===== config.mk =====
export PLATFORM = sky130hd
export DESIGN_NAME = bal_alu_top
export DESIGN_NICKNAME = d
export VERILOG_FILES = /design/src/bal_byte_unit.v /design/src/bal_word_unit.v /design/src/bal_alu_top.v
export VERILOG_INCLUDE_DIRS = /design/src
export SDC_FILE = /design/constraint.sdc
export NUM_CORES = 1
export LEC_CHECK = 0
export ABC_AREA = 1
export BUFFER_PORTS_ARGS = -buffer_cell sky130_fd_sc_hd__clkbuf_2
export CORE_MARGIN = 2
export CORE_UTILIZATION = 36
export DETAILED_ROUTE_END_ITERATION = 7
export GPL_ROUTABILITY_DRIVEN = 0
export SYNTH_ARGS = -nofsm -noshare
export SYNTH_HDL_FRONTEND = slang
export SYNTH_HIERARCHICAL = 1
export SYNTH_SLANG_ARGS = --single-unit

===== constraint.sdc =====
create_clock -name pclk -period 4.09 [get_ports pclk]
set_input_delay 0 -clock pclk [delete_from_list [all_inputs] [get_ports pclk]]
set_output_delay 0 -clock pclk [all_outputs]
set_load 0.01 [all_outputs]

===== src/bal_regs.vh =====
`ifndef BAL_REGS_VH
`define BAL_REGS_VH

////////////////////////////////////////////////////////////////////////////////
// register byte offsets on the apb slave
`define BAL_OFF_CTRL    8'h00
`define BAL_OFF_OPND    8'h04
`define BAL_OFF_FLAGS   8'h08
`define BAL_OFF_STATUS  8'h0C

////////////////////////////////////////////////////////////////////////////////
// field positions
`define BAL_CTRL_OP     3:0
`define BAL_CTRL_START  8
`define BAL_OPND_DST    7:0
`define BAL_OPND_SRC    15:8
`define BAL_OPND_KON    23:16
`define BAL_OPND_HI     31:24
`define BAL_STAT_BUSY   0
`define BAL_STAT_CNT    15:8

// flag bit positions inside the flags register
`define BAL_FLAG_C      0
`define BAL_FLAG_Z      1
`define BAL_FLAG_N      2
`define BAL_FLAG_V      3
`define BAL_FLAG_S      4
`define BAL_FLAG_H      5
`define BAL_FLAG_MASK   8'h3F

////////////////////////////////////////////////////////////////////////////////
// reset values
`define BAL_RST_OP      4'h0
`define BAL_RST_OPND    32'h0000_0000
`define BAL_RST_FLAGS   8'h00
`define BAL_RST_CNT     8'h00
`define BAL_RST_DATA    32'h0000_0000

////////////////////////////////////////////////////////////////////////////////
// opcodes
`define BAL_OP_ADD            4'h0
`define BAL_OP_ADD_CARRY      4'h1
`define BAL_OP_WORD_PLUS      4'h2
`define BAL_OP_SUB            4'h3
`define BAL_OP_DIFF_CONST     4'h4
`define BAL_OP_BORROW_REGS    4'h5
`define BAL_OP_BORROW_CONST   4'h6
`define BAL_OP_WORD_MINUS     4'h7
`define BAL_OP_AND            4'h8
`define BAL_OP_AND_CONST      4'h9
`define BAL_OP_OR             4'hA
`define BAL_OP_OR_CONST       4'hB
`define BAL_OP_XOR            4'hC

////////////////////////////////////////////////////////////////////////////////
// cycle counts
`define BAL_WORD_CYC    2'h2
`define BAL_CYC_ONE     2'h1

`endif


===== src/bal_byte_unit.v =====
`timescale 1ns/1ps
`include "bal_regs.vh"

module bal_byte_unit (
    // operation and operands
    input  wire [3:0] op,
    input  wire [7:0] dst,
    input  wire [7:0] src,
    input  wire [7:0] kon,
    input  wire [7:0] flags_in,
    // result
    output reg  [7:0] res,
    output reg  [7:0] flags_out,
    output reg        hit
);

    reg [7:0] b;
    reg       cin;
    reg [1:0] kind;
    reg [8:0] full;
    reg [4:0] half;

    always @* begin
        b         = src;
        cin       = 1'b0;
        kind      = 2'h0;
        hit       = 1'b1;
        flags_out = flags_in;
        case (op)
            `BAL_OP_ADD: begin
                kind = 2'h0;
            end
            `BAL_OP_ADD_CARRY: begin
                cin = flags_in[`BAL_FLAG_C];
            end
            `BAL_OP_SUB: begin
                kind = 2'h1;
            end
            `BAL_OP_DIFF_CONST: begin
                kind = 2'h1;
                b    = kon;
            end
            `BAL_OP_BORROW_REGS: begin
                kind = 2'h1;
                cin  = flags_in[`BAL_FLAG_C];
            end
            `BAL_OP_BORROW_CONST: begin
                kind = 2'h1;
                b    = kon;
                cin  = flags_in[`BAL_FLAG_C];
            end
            `BAL_OP_AND, `BAL_OP_OR, `BAL_OP_XOR: begin
                kind = 2'h2;
            end
            `BAL_OP_AND_CONST, `BAL_OP_OR_CONST: begin
                kind = 2'h2;
                b    = kon;
            end
            default: begin
                hit = 1'b0;
            end
        endcase
        if (kind == 2'h1) begin
            full = {1'b0, dst} - {1'b0, b} - {8'h00, cin};
            half = {1'b0, dst[3:0]} - {1'b0, b[3:0]} - {4'h0, cin};
        end else begin
            full = {1'b0, dst} + {1'b0, b} + {8'h00, cin};
            half = {1'b0, dst[3:0]} + {1'b0, b[3:0]} + {4'h0, cin};
        end
        case (op)
            `BAL_OP_AND, `BAL_OP_AND_CONST: res = dst & b;
            `BAL_OP_OR, `BAL_OP_OR_CONST:   res = dst | b;
            `BAL_OP_XOR:                    res = dst ^ b;
            default:                        res = full[7:0];
        endcase
        // s is never touched by byte operations
        flags_out[`BAL_FLAG_Z] = (res == 8'h00);
        flags_out[`BAL_FLAG_N] = res[7];
        if (kind == 2'h2) begin
            flags_out[`BAL_FLAG_V] = 1'b0;
        end else begin
            flags_out[`BAL_FLAG_C] = full[8];
            flags_out[`BAL_FLAG_H] = half[4];
            if (kind == 2'h1) begin
                flags_out[`BAL_FLAG_V] = (dst[7] != b[7]) && (res[7] != dst[7]);
            end else begin
                flags_out[`BAL_FLAG_V] = (dst[7] == b[7]) && (res[7] != dst[7]);
            end
        end
        if (!hit) begin
            flags_out = flags_in;
        end
    end

endmodule


===== src/bal_word_unit.v =====
`timescale 1ns/1ps
`include "bal_regs.vh"

module bal_word_unit (
    // operation and operands
    input  wire [3:0]  op,
    input  wire [7:0]  hi,
    input  wire [7:0]  lo,
    input  wire [7:0]  kon,
    input  wire [7:0]  flags_in,
    // result
    output reg  [15:0] res,
    output reg  [7:0]  flags_out,
    output reg         hit
);

    reg [16:0] full;
    reg        minus;
    reg        ovf;

    always @* begin
        hit   = (op == `BAL_OP_WORD_PLUS) || (op == `BAL_OP_WORD_MINUS);
        minus = (op == `BAL_OP_WORD_MINUS);
        if (minus) begin
            full = {1'b0, hi, lo} - {9'h000, kon};
        end else begin
            full = {1'b0, hi, lo} + {9'h000, kon};
        end
        res = full[15:0];
        // the constant is never negative, so overflow is a sign flip
        if (minus) begin
            ovf = hi[7] & ~res[15];
        end else begin
            ovf = ~hi[7] & res[15];
        end
        flags_out = flags_in;
        if (hit) begin
            flags_out[`BAL_FLAG_C] = full[16];
            flags_out[`BAL_FLAG_Z] = (res == 16'h0000);
            flags_out[`BAL_FLAG_N] = res[15];
            flags_out[`BAL_FLAG_V] = ovf;
            flags_out[`BAL_FLAG_S] = res[15] ^ ovf;
        end
    end

endmodule


===== src/bal_alu_top.v =====
// The APB interface to the registers and the register offsets were chosen for this implementation.
`timescale 1ns/1ps
`include "bal_regs.vh"

module bal_alu_top #(
    parameter ADDR_W = 8
) (
    // clock and reset
    input  wire              pclk,
    input  wire              presetn,
    // apb request
    input  wire              psel,
    input  wire              penable,
    input  wire              pwrite,
    input  wire [ADDR_W-1:0] paddr,
    input  wire [31:0]       pwdata,
    // apb answer
    output reg  [31:0]       prdata,
    output reg               pready,
    output reg               pslverr,
    // status
    output reg               busy
);

    ////////////////////////////////////////////////////////////////////////////
    // state

    reg [3:0]  op_sel;
    reg [31:0] opnd;
    reg [7:0]  flags;
    reg [7:0]  done_cnt;
    reg [1:0]  cyc;

    ////////////////////////////////////////////////////////////////////////////
    // register select codes

    // code zero marks an unmapped place: it answers with an error and no effect
    localparam [2:0] SEL_NONE   = 3'h0;
    localparam [2:0] SEL_CTRL   = 3'h1;
    localparam [2:0] SEL_OPND   = 3'h2;
    localparam [2:0] SEL_FLAGS  = 3'h3;
    localparam [2:0] SEL_STATUS = 3'h4;

    ////////////////////////////////////////////////////////////////////////////
    // address decode

    function [2:0] reg_index;
        input [ADDR_W-1:0] a;
        begin
            case (a[7:0])
                `BAL_OFF_CTRL:   reg_index = SEL_CTRL;
                `BAL_OFF_OPND:   reg_index = SEL_OPND;
                `BAL_OFF_FLAGS:  reg_index = SEL_FLAGS;
                `BAL_OFF_STATUS: reg_index = SEL_STATUS;
                default:         reg_index = SEL_NONE;
            endcase
            if (ADDR_W > 8) begin
                if ((a >> 8) != 0) begin
                    reg_index = SEL_NONE;
                end
            end
        end
    endfunction

    ////////////////////////////////////////////////////////////////////////////
    // helpers

    // bits 7:6 of the flags word do not exist; masking both ways keeps them zero
    function [7:0] flag_bits;
        input [7:0] f;
        begin
            flag_bits = f & `BAL_FLAG_MASK;
        end
    endfunction

    // the completed-op tally wraps silently; software only takes differences
    function [7:0] count_step;
        input [7:0] c;
        begin
            count_step = c + 8'h01;
        end
    endfunction

    wire [2:0] idx      = reg_index(paddr);
    wire       acc_wait = psel & penable & ~pready;
    wire       acc_done = psel & penable & pready;
    wire       wr_done  = acc_done & pwrite;

    ////////////////////////////////////////////////////////////////////////////
    // write strobes

    // a write lands only on the edge where pready is seen with psel and penable
    // writes to the operating registers are dropped while a word op runs
    wire       wr_ok    = wr_done & ~busy;
    wire       wr_ctrl  = wr_ok & (idx == SEL_CTRL);
    wire       wr_opnd  = wr_ok & (idx == SEL_OPND);
    wire       wr_flags = wr_ok & (idx == SEL_FLAGS);
    wire       start    = wr_ctrl & pwdata[`BAL_CTRL_START];

    ////////////////////////////////////////////////////////////////////////////
    // datapath

    // a start uses the opcode written with it; a running word op its latch
    wire [3:0]  exec_op = busy ? op_sel : pwdata[`BAL_CTRL_OP];
    wire [7:0]  byte_res;
    wire [7:0]  byte_flags;
    wire        byte_hit;
    wire [15:0] word_res;
    wire [7:0]  word_flags;
    wire        word_hit;

    bal_byte_unit u_byte (
        .op        (exec_op),
        .dst       (opnd[`BAL_OPND_DST]),
        .src       (opnd[`BAL_OPND_SRC]),
        .kon       (opnd[`BAL_OPND_KON]),
        .flags_in  (flags),
        .res       (byte_res),
        .flags_out (byte_flags),
        .hit       (byte_hit)
    );

    bal_word_unit u_word (
        .op        (exec_op),
        .hi        (opnd[`BAL_OPND_HI]),
        .lo        (opnd[`BAL_OPND_DST]),
        .kon       (opnd[`BAL_OPND_KON]),
        .flags_in  (flags),
        .res       (word_res),
        .flags_out (word_flags),
        .hit       (word_hit)
    );

    ////////////////////////////////////////////////////////////////////////////
    // execution strobes

    // the two units decode disjoint opcodes, so at most one go fires per start
    wire byte_go   = start & byte_hit;
    wire word_go   = start & word_hit;
    wire word_last = busy & (cyc == `BAL_WORD_CYC - `BAL_CYC_ONE);

    ////////////////////////////////////////////////////////////////////////////
    // read mux

    reg [31:0] next_rdata;

    always @* begin
        next_rdata = `BAL_RST_DATA;
        case (idx)
            SEL_CTRL: begin
                next_rdata[`BAL_CTRL_OP] = op_sel;
            end
            SEL_OPND: begin
                next_rdata = opnd;
            end
            SEL_FLAGS: begin
                next_rdata[7:0] = flag_bits(flags);
            end
            SEL_STATUS: begin
                next_rdata[`BAL_STAT_BUSY] = busy;
                next_rdata[`BAL_STAT_CNT]  = done_cnt;
            end
            default: begin
                next_rdata = `BAL_RST_DATA;
            end
        endcase
    end

    ////////////////////////////////////////////////////////////////////////////
    // apb answer: next values

    reg [31:0] next_prdata;
    reg        next_pready;
    reg        next_pslverr;

    always @* begin
        next_prdata  = prdata;
        next_pready  = 1'b0;
        next_pslverr = 1'b0;
        if (acc_wait) begin
            // write answers carry zero data so no stale read leaks out
            next_pready  = 1'b1;
            next_pslverr = (idx == SEL_NONE);
            next_prdata  = pwrite ? `BAL_RST_DATA : next_rdata;
        end
    end

    ////////////////////////////////////////////////////////////////////////////
    // apb answer: one wait state keeps every output on a flip-flop

    // read data is held, not cleared, once pready falls
    always @(posedge pclk or negedge presetn) begin
        if (!presetn) begin
            pready  <= 1'b0;
            pslverr <= 1'b0;
            prdata  <= `BAL_RST_DATA;
        end else begin
            pready  <= next_pready;
            pslverr <= next_pslverr;
            prdata  <= next_prdata;
        end
    end

    ////////////////////////////////////////////////////////////////////////////
    // control register and word sequencing

    reg [3:0] next_op_sel;
    reg       next_busy;
    reg [1:0] next_cyc;

    always @* begin
        next_op_sel = op_sel;
        next_busy   = busy;
        next_cyc    = cyc;
        if (wr_ctrl) begin
            // an opcode outside the table is still stored; it just never starts
            next_op_sel = pwdata[`BAL_CTRL_OP];
        end
        if (word_go) begin
            next_busy = 1'b1;
            next_cyc  = `BAL_CYC_ONE;
        end else if (word_last) begin
            next_busy = 1'b0;
            next_cyc  = 2'h0;
        end else if (busy) begin
            next_cyc = cyc + `BAL_CYC_ONE;
        end
    end

    ////////////////////////////////////////////////////////////////////////////
    // control flops

    // cyc counts the cycles a word op has run; it is zero whenever idle
    always @(posedge pclk or negedge presetn) begin
        if (!presetn) begin
            op_sel <= `BAL_RST_OP;
            busy   <= 1'b0;
            cyc    <= 2'h0;
        end else begin
            op_sel <= next_op_sel;
            busy   <= next_busy;
            cyc    <= next_cyc;
        end
    end

    ////////////////////////////////////////////////////////////////////////////
    // operands, result write-back and flags

    reg [31:0] next_opnd;
    reg [7:0]  next_flags;
    reg [7:0]  next_cnt;

    // a flags write cannot meet a commit: starts come only from ctrl writes
    always @* begin
        next_opnd  = opnd;
        next_flags = flags;
        next_cnt   = done_cnt;
        if (wr_opnd) begin
            next_opnd = pwdata;
        end
        if (wr_flags) begin
            next_flags = flag_bits(pwdata[7:0]);
        end
        if (byte_go) begin
            // byte ops finish on the edge that takes the start
            next_opnd[`BAL_OPND_DST] = byte_res;
            next_flags               = byte_flags;
            next_cnt                 = count_step(done_cnt);
        end
        if (word_last) begin
            // the pair and its flags change only once, at the end
            next_opnd[`BAL_OPND_DST] = word_res[7:0];
            next_opnd[`BAL_OPND_HI]  = word_res[15:8];
            next_flags               = word_flags;
            next_cnt                 = count_step(done_cnt);
        end
    end

    ////////////////////////////////////////////////////////////////////////////
    // operand and flag flops

    // one register stage for all operating state, so every read sees settled values
    always @(posedge pclk or negedge presetn) begin
        if (!presetn) begin
            opnd     <= `BAL_RST_OPND;
            flags    <= `BAL_RST_FLAGS;
            done_cnt <= `BAL_RST_CNT;
        end else begin
            opnd     <= next_opnd;
            flags    <= next_flags;
            done_cnt <= next_cnt;
        end
    end

endmodule


==> reports/results.txt, run 1 <==
Max incr delay on CP = 0.48 ns
Yosys warnings = 6
Syn-to-layout area delta = 17.80%
Root Driver = clkbuf_16
Critical path peak fanout = 16
Nets = 1320
Max Slew Vio Count = 0
Worst EP required = 4.33 ns
Peak supply drop = 0.1953 mV
Final antenna-violating net count = 0
Hold endpoint = op_sel[1]
GR Overflow Total = 0
Maximum number of pins on one net before global-route repair = 61
CTS tree = done
Area occupied by multi-input gates = 4229 um^2
H-tree Lvls = 3
Max_slew headroom = 47.66%
R2R Setup Slk = 0.26 ns
CTS sink count = 87
Die H = 145.9 um
Worst Setup End Kind = register
Routed WL per cell = 14.61 um
Post-CTS setup buffers = 0
Final hold vios = 0
Setup Skew = 0.01263 ns
Hold wc startpoint = pwdata[1]
Post-DP HPWL = 17000 um
Worst R2R Path Depth = 25
Die Area = 21280 um^2
Crit path max-delay cell type = dfrtp_2
First-pass GRT wire length = 35430 um
Placed cells = 1447
Detailed Route WL = 21780 um
Total track usage = 20.54%
Core area = 19590 um^2
Vias in the first global route = 6917
Insertion delay to the later sink of the worst-skew pair = 0.35 ns
Max cap viols = 0
Ratio of cells with drive above 1 in the final layout = 13.95%
Syn_nets = 1209
Chip width = 145.9 um
Via Count = 7286
PnR worst setup slack = 0.2610 ns
Pre-CTS WS = -0.1250 ns
PortBufs = 79
Fin crit period = 3.829 ns
Final setup vio count = 0
Std cell rows = 51
Critical path launch point type = register
Initial antenna violation count = 0
Total CTS buffers = 9
Reg2Reg Launch Point = busy
Drt first pass iters = 5
Crit path DAT = 4.07 ns
Mapped cell area = 7247 um^2
Fmax = 261.2 MHz
Avg Cell Area, Syn = 6.529 um^2
Ant. Diodes = 0
Worst R2R End = flags[3]
Class of the worst hold path = input pin to register
Initial core utilization = 36.99%
Worst slew pin tran = 0.7851 ns
CP dominant cell by count = nand2_1
Reg area = 2178 um^2
Status = complete, no violations
RSZ-0062 raised after global routing = no
Initial DRC Count = 503
Final Non-Filler Cells = 1491
Fill cells = 2078
DRC errors left = 0
DR vias/cell = 4.887
Worst-path clk slew = 0.07 ns
CP Class = register to register
Hold Path Stages = 3
Crit share post-route = 93.62%
Pwr/cell area = 236.6 nW/um^2
Ports = 80
Pleak = 4.827 nW
CTS Buffer Depth = 2
Post-synthesis instance total = 1110
Crit path from = busy
[stage by stage]
stage	cell area (um^2)	setup TNS, ns	hold slack (ns)	total power [mW]	util [%]
6_report	8537	0	0.003506	2.020	43.58
5_1_grt	8537	0	0.03028	2.114	43.58
4_1_cts	8517	0	0.005567	2.030	43.48
3_5_place_dp	7946	-0.1645	0.1232	1.201	40.56
3_3_place_gp	7946	-0.08389	0.1211	1.201	40.56
2_1_floorplan	7247	0	-0.2956	1.086	-
[registers in the layout (all words and copies together) (netlist names)]
signal / flops
prdata: 32
pready: 1
cyc: 2
pslverr: 1
done_cnt: 8
flags: 6
busy: 1
op_sel: 4
opnd: 32
[worst max-delay path, delay by kind of cell, from the launching register on]
family / cells / cell delay (ns)
AOI/OAI and AO/OA: 5 / 0.73
adders and majority gates: 2 / 0.66
buffers and inverters: 3 / 0.52
DFF: 1 / 0.48
and+or+nand+nor: 15 / 1.34
[cell usage in the layout, fill, tap and decap left out, types with 3 or more instances in the layout]
cell type and count:
nand2_1 393, inv_1 180, dfrtp_1 86, nand3_1 85, clkbuf_2 78, nor2_1 66
ha_1 49, o21ai_0 47, a21oi_1 33, dlygate4sd3_1 28, o21ai_1 16, o211ai_1 16
xor2_1 14, inv_2 13, buf_4 13, nand2_2 12, nor3_1 12, clkbuf_16 9
nor2_2 8, nand4_1 8, or2_2 8, nor2_4 6, nand3b_1 4, nor3_2 3
nand3_2 3, o21ai_2 3, o21bai_1 3, o22ai_1 3, fa_1 3
[worst max-delay path by stage]
stage | to | slack, ns | depth (start not counted)
6_report | flags[3] | 0.26 | 25
5_1_grt | flags[1] | 0.005 | 24
4_1_cts | flags[1] | 0.05 | 26
3_5_place_dp | flags[1] | -0.13 | 24
3_3_place_gp | flags[1] | -0.08 | 24
2_1_floorplan | flags[1] | 0.20 | 25
[final cells by class]
type                    count  area share (%)
clock buffers               9           2.638
clock inverters             7          0.7621
inverters                 194           8.530
multi-input cells         809           49.54
flip-flops and latches     87           25.52
well taps                 265           3.884
repair buffers            120           9.131
[power breakdown]
part	switching (mW)	internal (mW)	leakage [nW]
sequential	0.00413	0.863	1.15
combinational	0.220	0.125	3.54
clock	0.383	0.425	0.137
total	0.607	1.41	4.83
[metal layers]
layer / part of all wire, % / track usage, % / up-vias / wire, um
met2: 45 / 33.33 / 205 / 9744
met3: 5.8 / 2.696 / 25 / 1256
met1: 47 / 28.87 / 3359 / 10330
li1: - / - / 3697 / -
met5: 0 / 0 / - / 0
met4: 2.0 / 5.392 / 0 / 446
[repair_timing]
action                     in CTS  in global routing
resized for setup               1                  9
hold buffers                   28                  0
hold endpoints to repair       85                  0
setup endpoints to repair       2                  8
No activity file was read; power rests on OpenSTA's default activity.
==> run 2, diff against run 1 <==
Settings changed: PLACE_DENSITY from default to 0.56.
==> run 2 against run 1 <==
  * Combinational power hardly changed
  * Register-to-register slack better by 0.06 ns
  * First-iteration DRC count is 12% lower
  * Die area stayed put
  * Final cell count is 0.87% higher
  * Critical path type unchanged
  * Largest power group unchanged
==> reports/results.txt, run 2 (synthesized netlist as in run 1, its figures left out) <==
Std cell rows = 51
Maximum number of pins on one net before global-route repair = 55
Ant. Diodes = 0
First-pass GRT wire length = 35630 um
CP dominant cell by count = nand2_1
Nets = 1333
Top Registers = opnd x32, prdata x32, done_cnt x8
Post-DP HPWL = 17210 um
Class of the worst hold path = input pin to register
Max cap viols = 0
Setup Skew = 0.01331 ns
Reg2Reg Launch Point = busy
Final hold vios = 0
Worst R2R End = flags[3]
Max Slew Vio Count = 0
DRC errors left = 0
Clock group share of total power = 40.9%
Critical path launch point type = register
Die H = 145.9 um
Worst EP required = 4.32 ns
Status = complete, no violations
Initial DRC Count = 441
Fin Setup TNS = 0 ns
Fin area = 8655 um^2
Total track usage = 20.74%
Crit path max-delay cell type = dfrtp_2
H-tree Lvls = 3
Ports = 80
Worst Setup End Kind = register
Root Driver = clkbuf_16
Initial core utilization = 36.99%
Hold Path Stages = 3
Core area = 19590 um^2
Drt first pass iters = 5
Final setup vio count = 0
Critical path peak fanout = 10
Crit path DAT = 4.00 ns
Pwr/cell area = 236.7 nW/um^2
Worst-path clk slew = 0.07 ns
Max_slew headroom = 51.36%
Peak supply drop = 0.1761 mV
CTS Buffer Depth = 2
Area after DPL = 8006 um^2
Via Count = 7288
Total power = 2.049 mW
Initial antenna violation count = 0
Max incr delay on CP = 0.46 ns
CP Class = register to register
Worst slew pin tran = 0.7295 ns
Fin crit period = 3.771 ns
CTS tree = done
Final antenna-violating net count = 0
Fill cells = 2125
Chip width = 145.9 um
Fmax = 265.2 MHz
GR Overflow Total = 0
Flop pwr share = 42.3%
PortBufs = 79
Worst R2R Path Depth = 26
Die Area = 21280 um^2
Detailed Route WL = 21930 um
Pleak = 4.894 nW
DR vias/cell = 4.846
Crit share post-route = 92.20%
Routed WL per cell = 14.58 um
Crit path from = busy
Critical path endpoint = flags[3]
Internal power = 1.424 mW
Total CTS buffers = 9
R2R Setup Slk = 0.32 ns
RSZ-0062 raised after global routing = no
Switching power = 625.3 uW
Combinational power share = 16.8%
Insertion delay to the later sink of the worst-skew pair = 0.35 ns
Sw Ratio = 30.52%
Syn-to-layout area delta = 19.42%
CTS sink count = 87
Ratio of cells with drive above 1 in the final layout = 15.01%
Most common cell after layout, fill and taps aside = nand2_1
Most frequent cells in the layout = nand2_1 (391), inv_1 (180), dfrtp_1 (86)
Vias in the first global route = 6658
## run 2: critical path: cells and delay by family, from the launching register on
kind,cells,cell delay [ns]
buffers and inverters,7,0.71
and+or+nand+nor,14,1.48
DFF,1,0.46
adders and majority gates,1,0.36
AOI/OAI and AO/OA,3,0.50
xor gates and xnor gates,1,0.13
## run 2: worst min path at each step
stage	from	endpoint
6_report	pwdata[0]	op_sel[0]
5_1_grt	pwdata[3]	op_sel[3]
4_1_cts	pwdata[3]	op_sel[3]
3_5_place_dp	presetn	cyc[0]
3_3_place_gp	presetn	cyc[1]
2_1_floorplan	presetn	busy
## run 2: cell type report
class | count | area (um^2) | share of cell area (%)
Clock buffer | 9 | 225.2 | 2.602
Clock inverter | 7 | 73.82 | 0.8530
Inverter | 194 | 728.2 | 8.414
Multi-Input combinational cell | 809 | 4244 | 49.04
Sequential cell | 87 | 2178 | 25.17
Tap cell | 265 | 331.6 | 3.831
Timing Repair Buffer | 133 | 873.3 | 10.09
## run 2: per-layer routing
metal	global-route usage [%]	share of wire [%]	vias up
li1	-	-	3725
met1	29.76	48	3353
met2	33.49	46	186
met3	2.602	5.0	24
met4	4.412	1.5	0
met5	0	0	-
## run 2: timing repair
item / CTS / global route
hold buffers: 28 / 0
setup buffers: 0 / 5
endpoints found under the hold margin: 79 / 0
setup endpoints to repair: 0 / 9
resized for setup: 0 / 11
## run 2: per-stage QoR
step / hold slack (ns) / utilization (%) / cells / worst slack [ns]
floorplan: -0.2956 / - / 1110 / 0.2017
global placement: 0.1172 / 40.87 / 1455 / 0.08462
detailed placement: 0.1070 / 40.87 / 1455 / 0.07049
CTS: 0.01055 / 43.83 / 1499 / 0.04277
global route: 0.03883 / 44.18 / 1504 / 0.01351
finish: 0.01617 / 44.18 / 1504 / 0.3191
## run 2: power by group through the flow
| stage | Clock [mW] | Sequential [mW] | Combinational [mW] |
|---|---|---|---|
| after CTS | 0.850 | 0.867 | 0.341 |
| after global routing | 0.888 | 0.867 | 0.393 |
| final | 0.837 | 0.867 | 0.345 |
| after global placement | 0 | 0.884 | 0.320 |
| after floorplan | 0 | 0.883 | 0.202 |
| after detailed placement | 0 | 0.884 | 0.319 |
==> run 3, diff against run 2 <==
Settings changed: ABC_AREA 1 to default, PLACE_DENSITY 0.56 to 0.57.
==> run 3 against run 2 <==
  * The flow now finishes with violations (negative setup slack)
  * Utilization is 3.5 points higher
  * Critical path depth is 9 lower
  * Clock-buffer cell count did not move
  * Global-route usage grew 0.54 points
  * Synthesized cell count shrank 32%
  * Worst setup slack worse by 0.45 ns
  * Via count decreased by 14%
  * First-iteration DRC count decreased by 34%
  * Clock skew shrank 0.0037 ns
  * Routed wire length down 4.0%
  * Area after synthesis is 6.3% lower
  * Highest routed layer unchanged
==> reports/results.txt, run 3 <==
Setup Skew = 0.009557 ns
Initial DRC Count = 290
DRC errors left = 0
Initial core utilization = 36.55%
Top Registers = opnd x32, prdata x32, done_cnt x8
First-pass GRT wire length = 33420 um
PnR worst setup slack = -0.1308 ns
Yosys warnings = 6
Die Area = 19980 um^2
Most frequent cells in the layout = nand2_1 (109), buf_4 (99), dfrtp_1 (86)
Final hold vios = 0
Fin Setup TNS = -0.4708 ns
Peak supply drop = 0.1699 mV
Failing checks = negative setup slack
Placed cells = 1116
Critical path peak fanout = 7
Hold endpoint = flags[5]
CP Class = register to register
Hold wc startpoint = pwdata[5]
Mapped cell area = 6792 um^2
Post-synthesis instance total = 756
Final antenna-violating net count = 0
Avg Cell Area, Syn = 8.983 um^2
Worst slew pin tran = 1.092 ns
Root Driver = clkbuf_16
Die H = 141.4 um
Maximum number of pins on one net before global-route repair = 59
Chip width = 141.4 um
Ratio of cells with drive above 1 in the final layout = 28.16%
Core area = 18580 um^2
Pleak = 4.228 nW
Crit path DAT = 4.45 ns
Ant. Diodes = 0
Status = finished with violations
Via Count = 6304
Reg2Reg Launch Point = busy
Fmax = 236.9 MHz
Critical path launch point type = register
Total CTS buffers = 9
GR Overflow Total = 0
Worst R2R End = flags[2]
R2R Setup Slk = -0.13 ns
Final setup vio count = 6
Syn-to-layout area delta = 30.56%
Ports = 80
Max_slew headroom = 27.22%
Crit share post-route = 103.2%
Class of the worst hold path = input pin to register
Post-DP HPWL = 15880 um
CTS sink count = 87
DR vias/cell = 5.365
Worst R2R Path Depth = 17
Nets = 1035
Most common cell after layout, fill and taps aside = nand2_1
Total track usage = 21.28%
Hold Path Stages = 3
CTS Buffer Depth = 2
Final Non-Filler Cells = 1175
Vias in the first global route = 6174
Syn_nets = 855
Pwr/cell area = 236.6 nW/um^2
Initial antenna violation count = 0
Routed WL per cell = 17.92 um
Insertion delay to the later sink of the worst-skew pair = 0.35 ns
CTS tree = done
Drt first pass iters = 4
RSZ-0062 raised after global routing = yes
Detailed Route WL = 21060 um
PortBufs = 79
Max cap viols = 0
Std cell rows = 50
H-tree Lvls = 3
Worst Setup End Kind = register
Worst-path clk slew = 0.07 ns
Worst EP required = 4.32 ns
Max Slew Vio Count = 0
Fin crit period = 4.221 ns
run 3: timing repair:
action,4_1_cts,5_1_grt
setup buffers,14,6
resized for setup,21,14
hold buffers,25,0
endpoints found under the setup margin,6,9
endpoints found under the hold margin,81,0
pin swaps,16,10
run 3: worst max-delay path: stages, from the launching register on:
cell,delay (ns)
dfrtp_2,0.46
buf_6,0.13
mux2_4,0.34
nor2_4,0.13
nand2_2,0.07
o21ai_4,0.09
buf_12,0.15
mux2_4,0.34
ha_4,0.30
inv_4,0.04
ha_4,0.15
or4b_4,0.52
o22ai_4,0.19
o31ai_2,0.10
a221o_1,0.38
buf_4,0.15
mux2_4,0.25
a221o_1,0.31
run 3: final cells by class:
cell class / instances / area [um^2]
Fill cell: 1792 / 9713
Multi-Input combinational cell: 581 / 4478
Sequential cell: 87 / 2178
Timing Repair Buffer: 207 / 1449
Tap cell: 234 / 292.8
Clock buffer: 9 / 225.2
Inverter: 50 / 190.2
Clock inverter: 7 / 53.80
run 3: stage by stage:
stage / setup slack (ns) / instance area, um^2 / hold slack (ns) / utilization [%] / total power [mW]
floorplan: -0.1612 / 6927 / -0.2956 / - / 1.113
global placement: -0.1716 / 8030 / 0.1321 / 43.22 / 1.266
detailed placement: -0.2747 / 8030 / 0.1364 / 43.22 / 1.266
CTS: -0.09176 / 8771 / 0.004878 / 47.21 / 2.101
global route: -0.2602 / 8867 / 0.02955 / 47.72 / 2.195
finish: -0.1308 / 8867 / 0.006474 / 47.72 / 2.098
run 3: worst max path at each step:
stage	startpoint	end	slack, ns	depth (start not counted)
6_report	busy	flags[2]	-0.13	17
5_1_grt	busy	flags[3]	-0.26	19
4_1_cts	busy	flags[3]	-0.09	17
3_5_place_dp	busy	flags[1]	-0.27	17
3_3_place_gp	busy	flags[1]	-0.17	17
2_1_floorplan	busy	flags[3]	-0.16	16
run 3: metal layers:
metal,up-vias,share of wire (%),GRT usage (%),routed length (um)
met3,41,3.7,2.632,773
met2,153,47,35.00,9985
met4,0,2.7,7.316,579
li1,3083,-,-,-
met1,3027,46,29.03,9720
met5,-,0,0,0
run 3: power breakdown:
group,leakage (nW),internal [mW],switching (mW),total (mW)
combinational,2.95,0.205,0.220,0.425
sequential,1.14,0.868,0.0126,0.881
clock,0.141,0.418,0.374,0.792
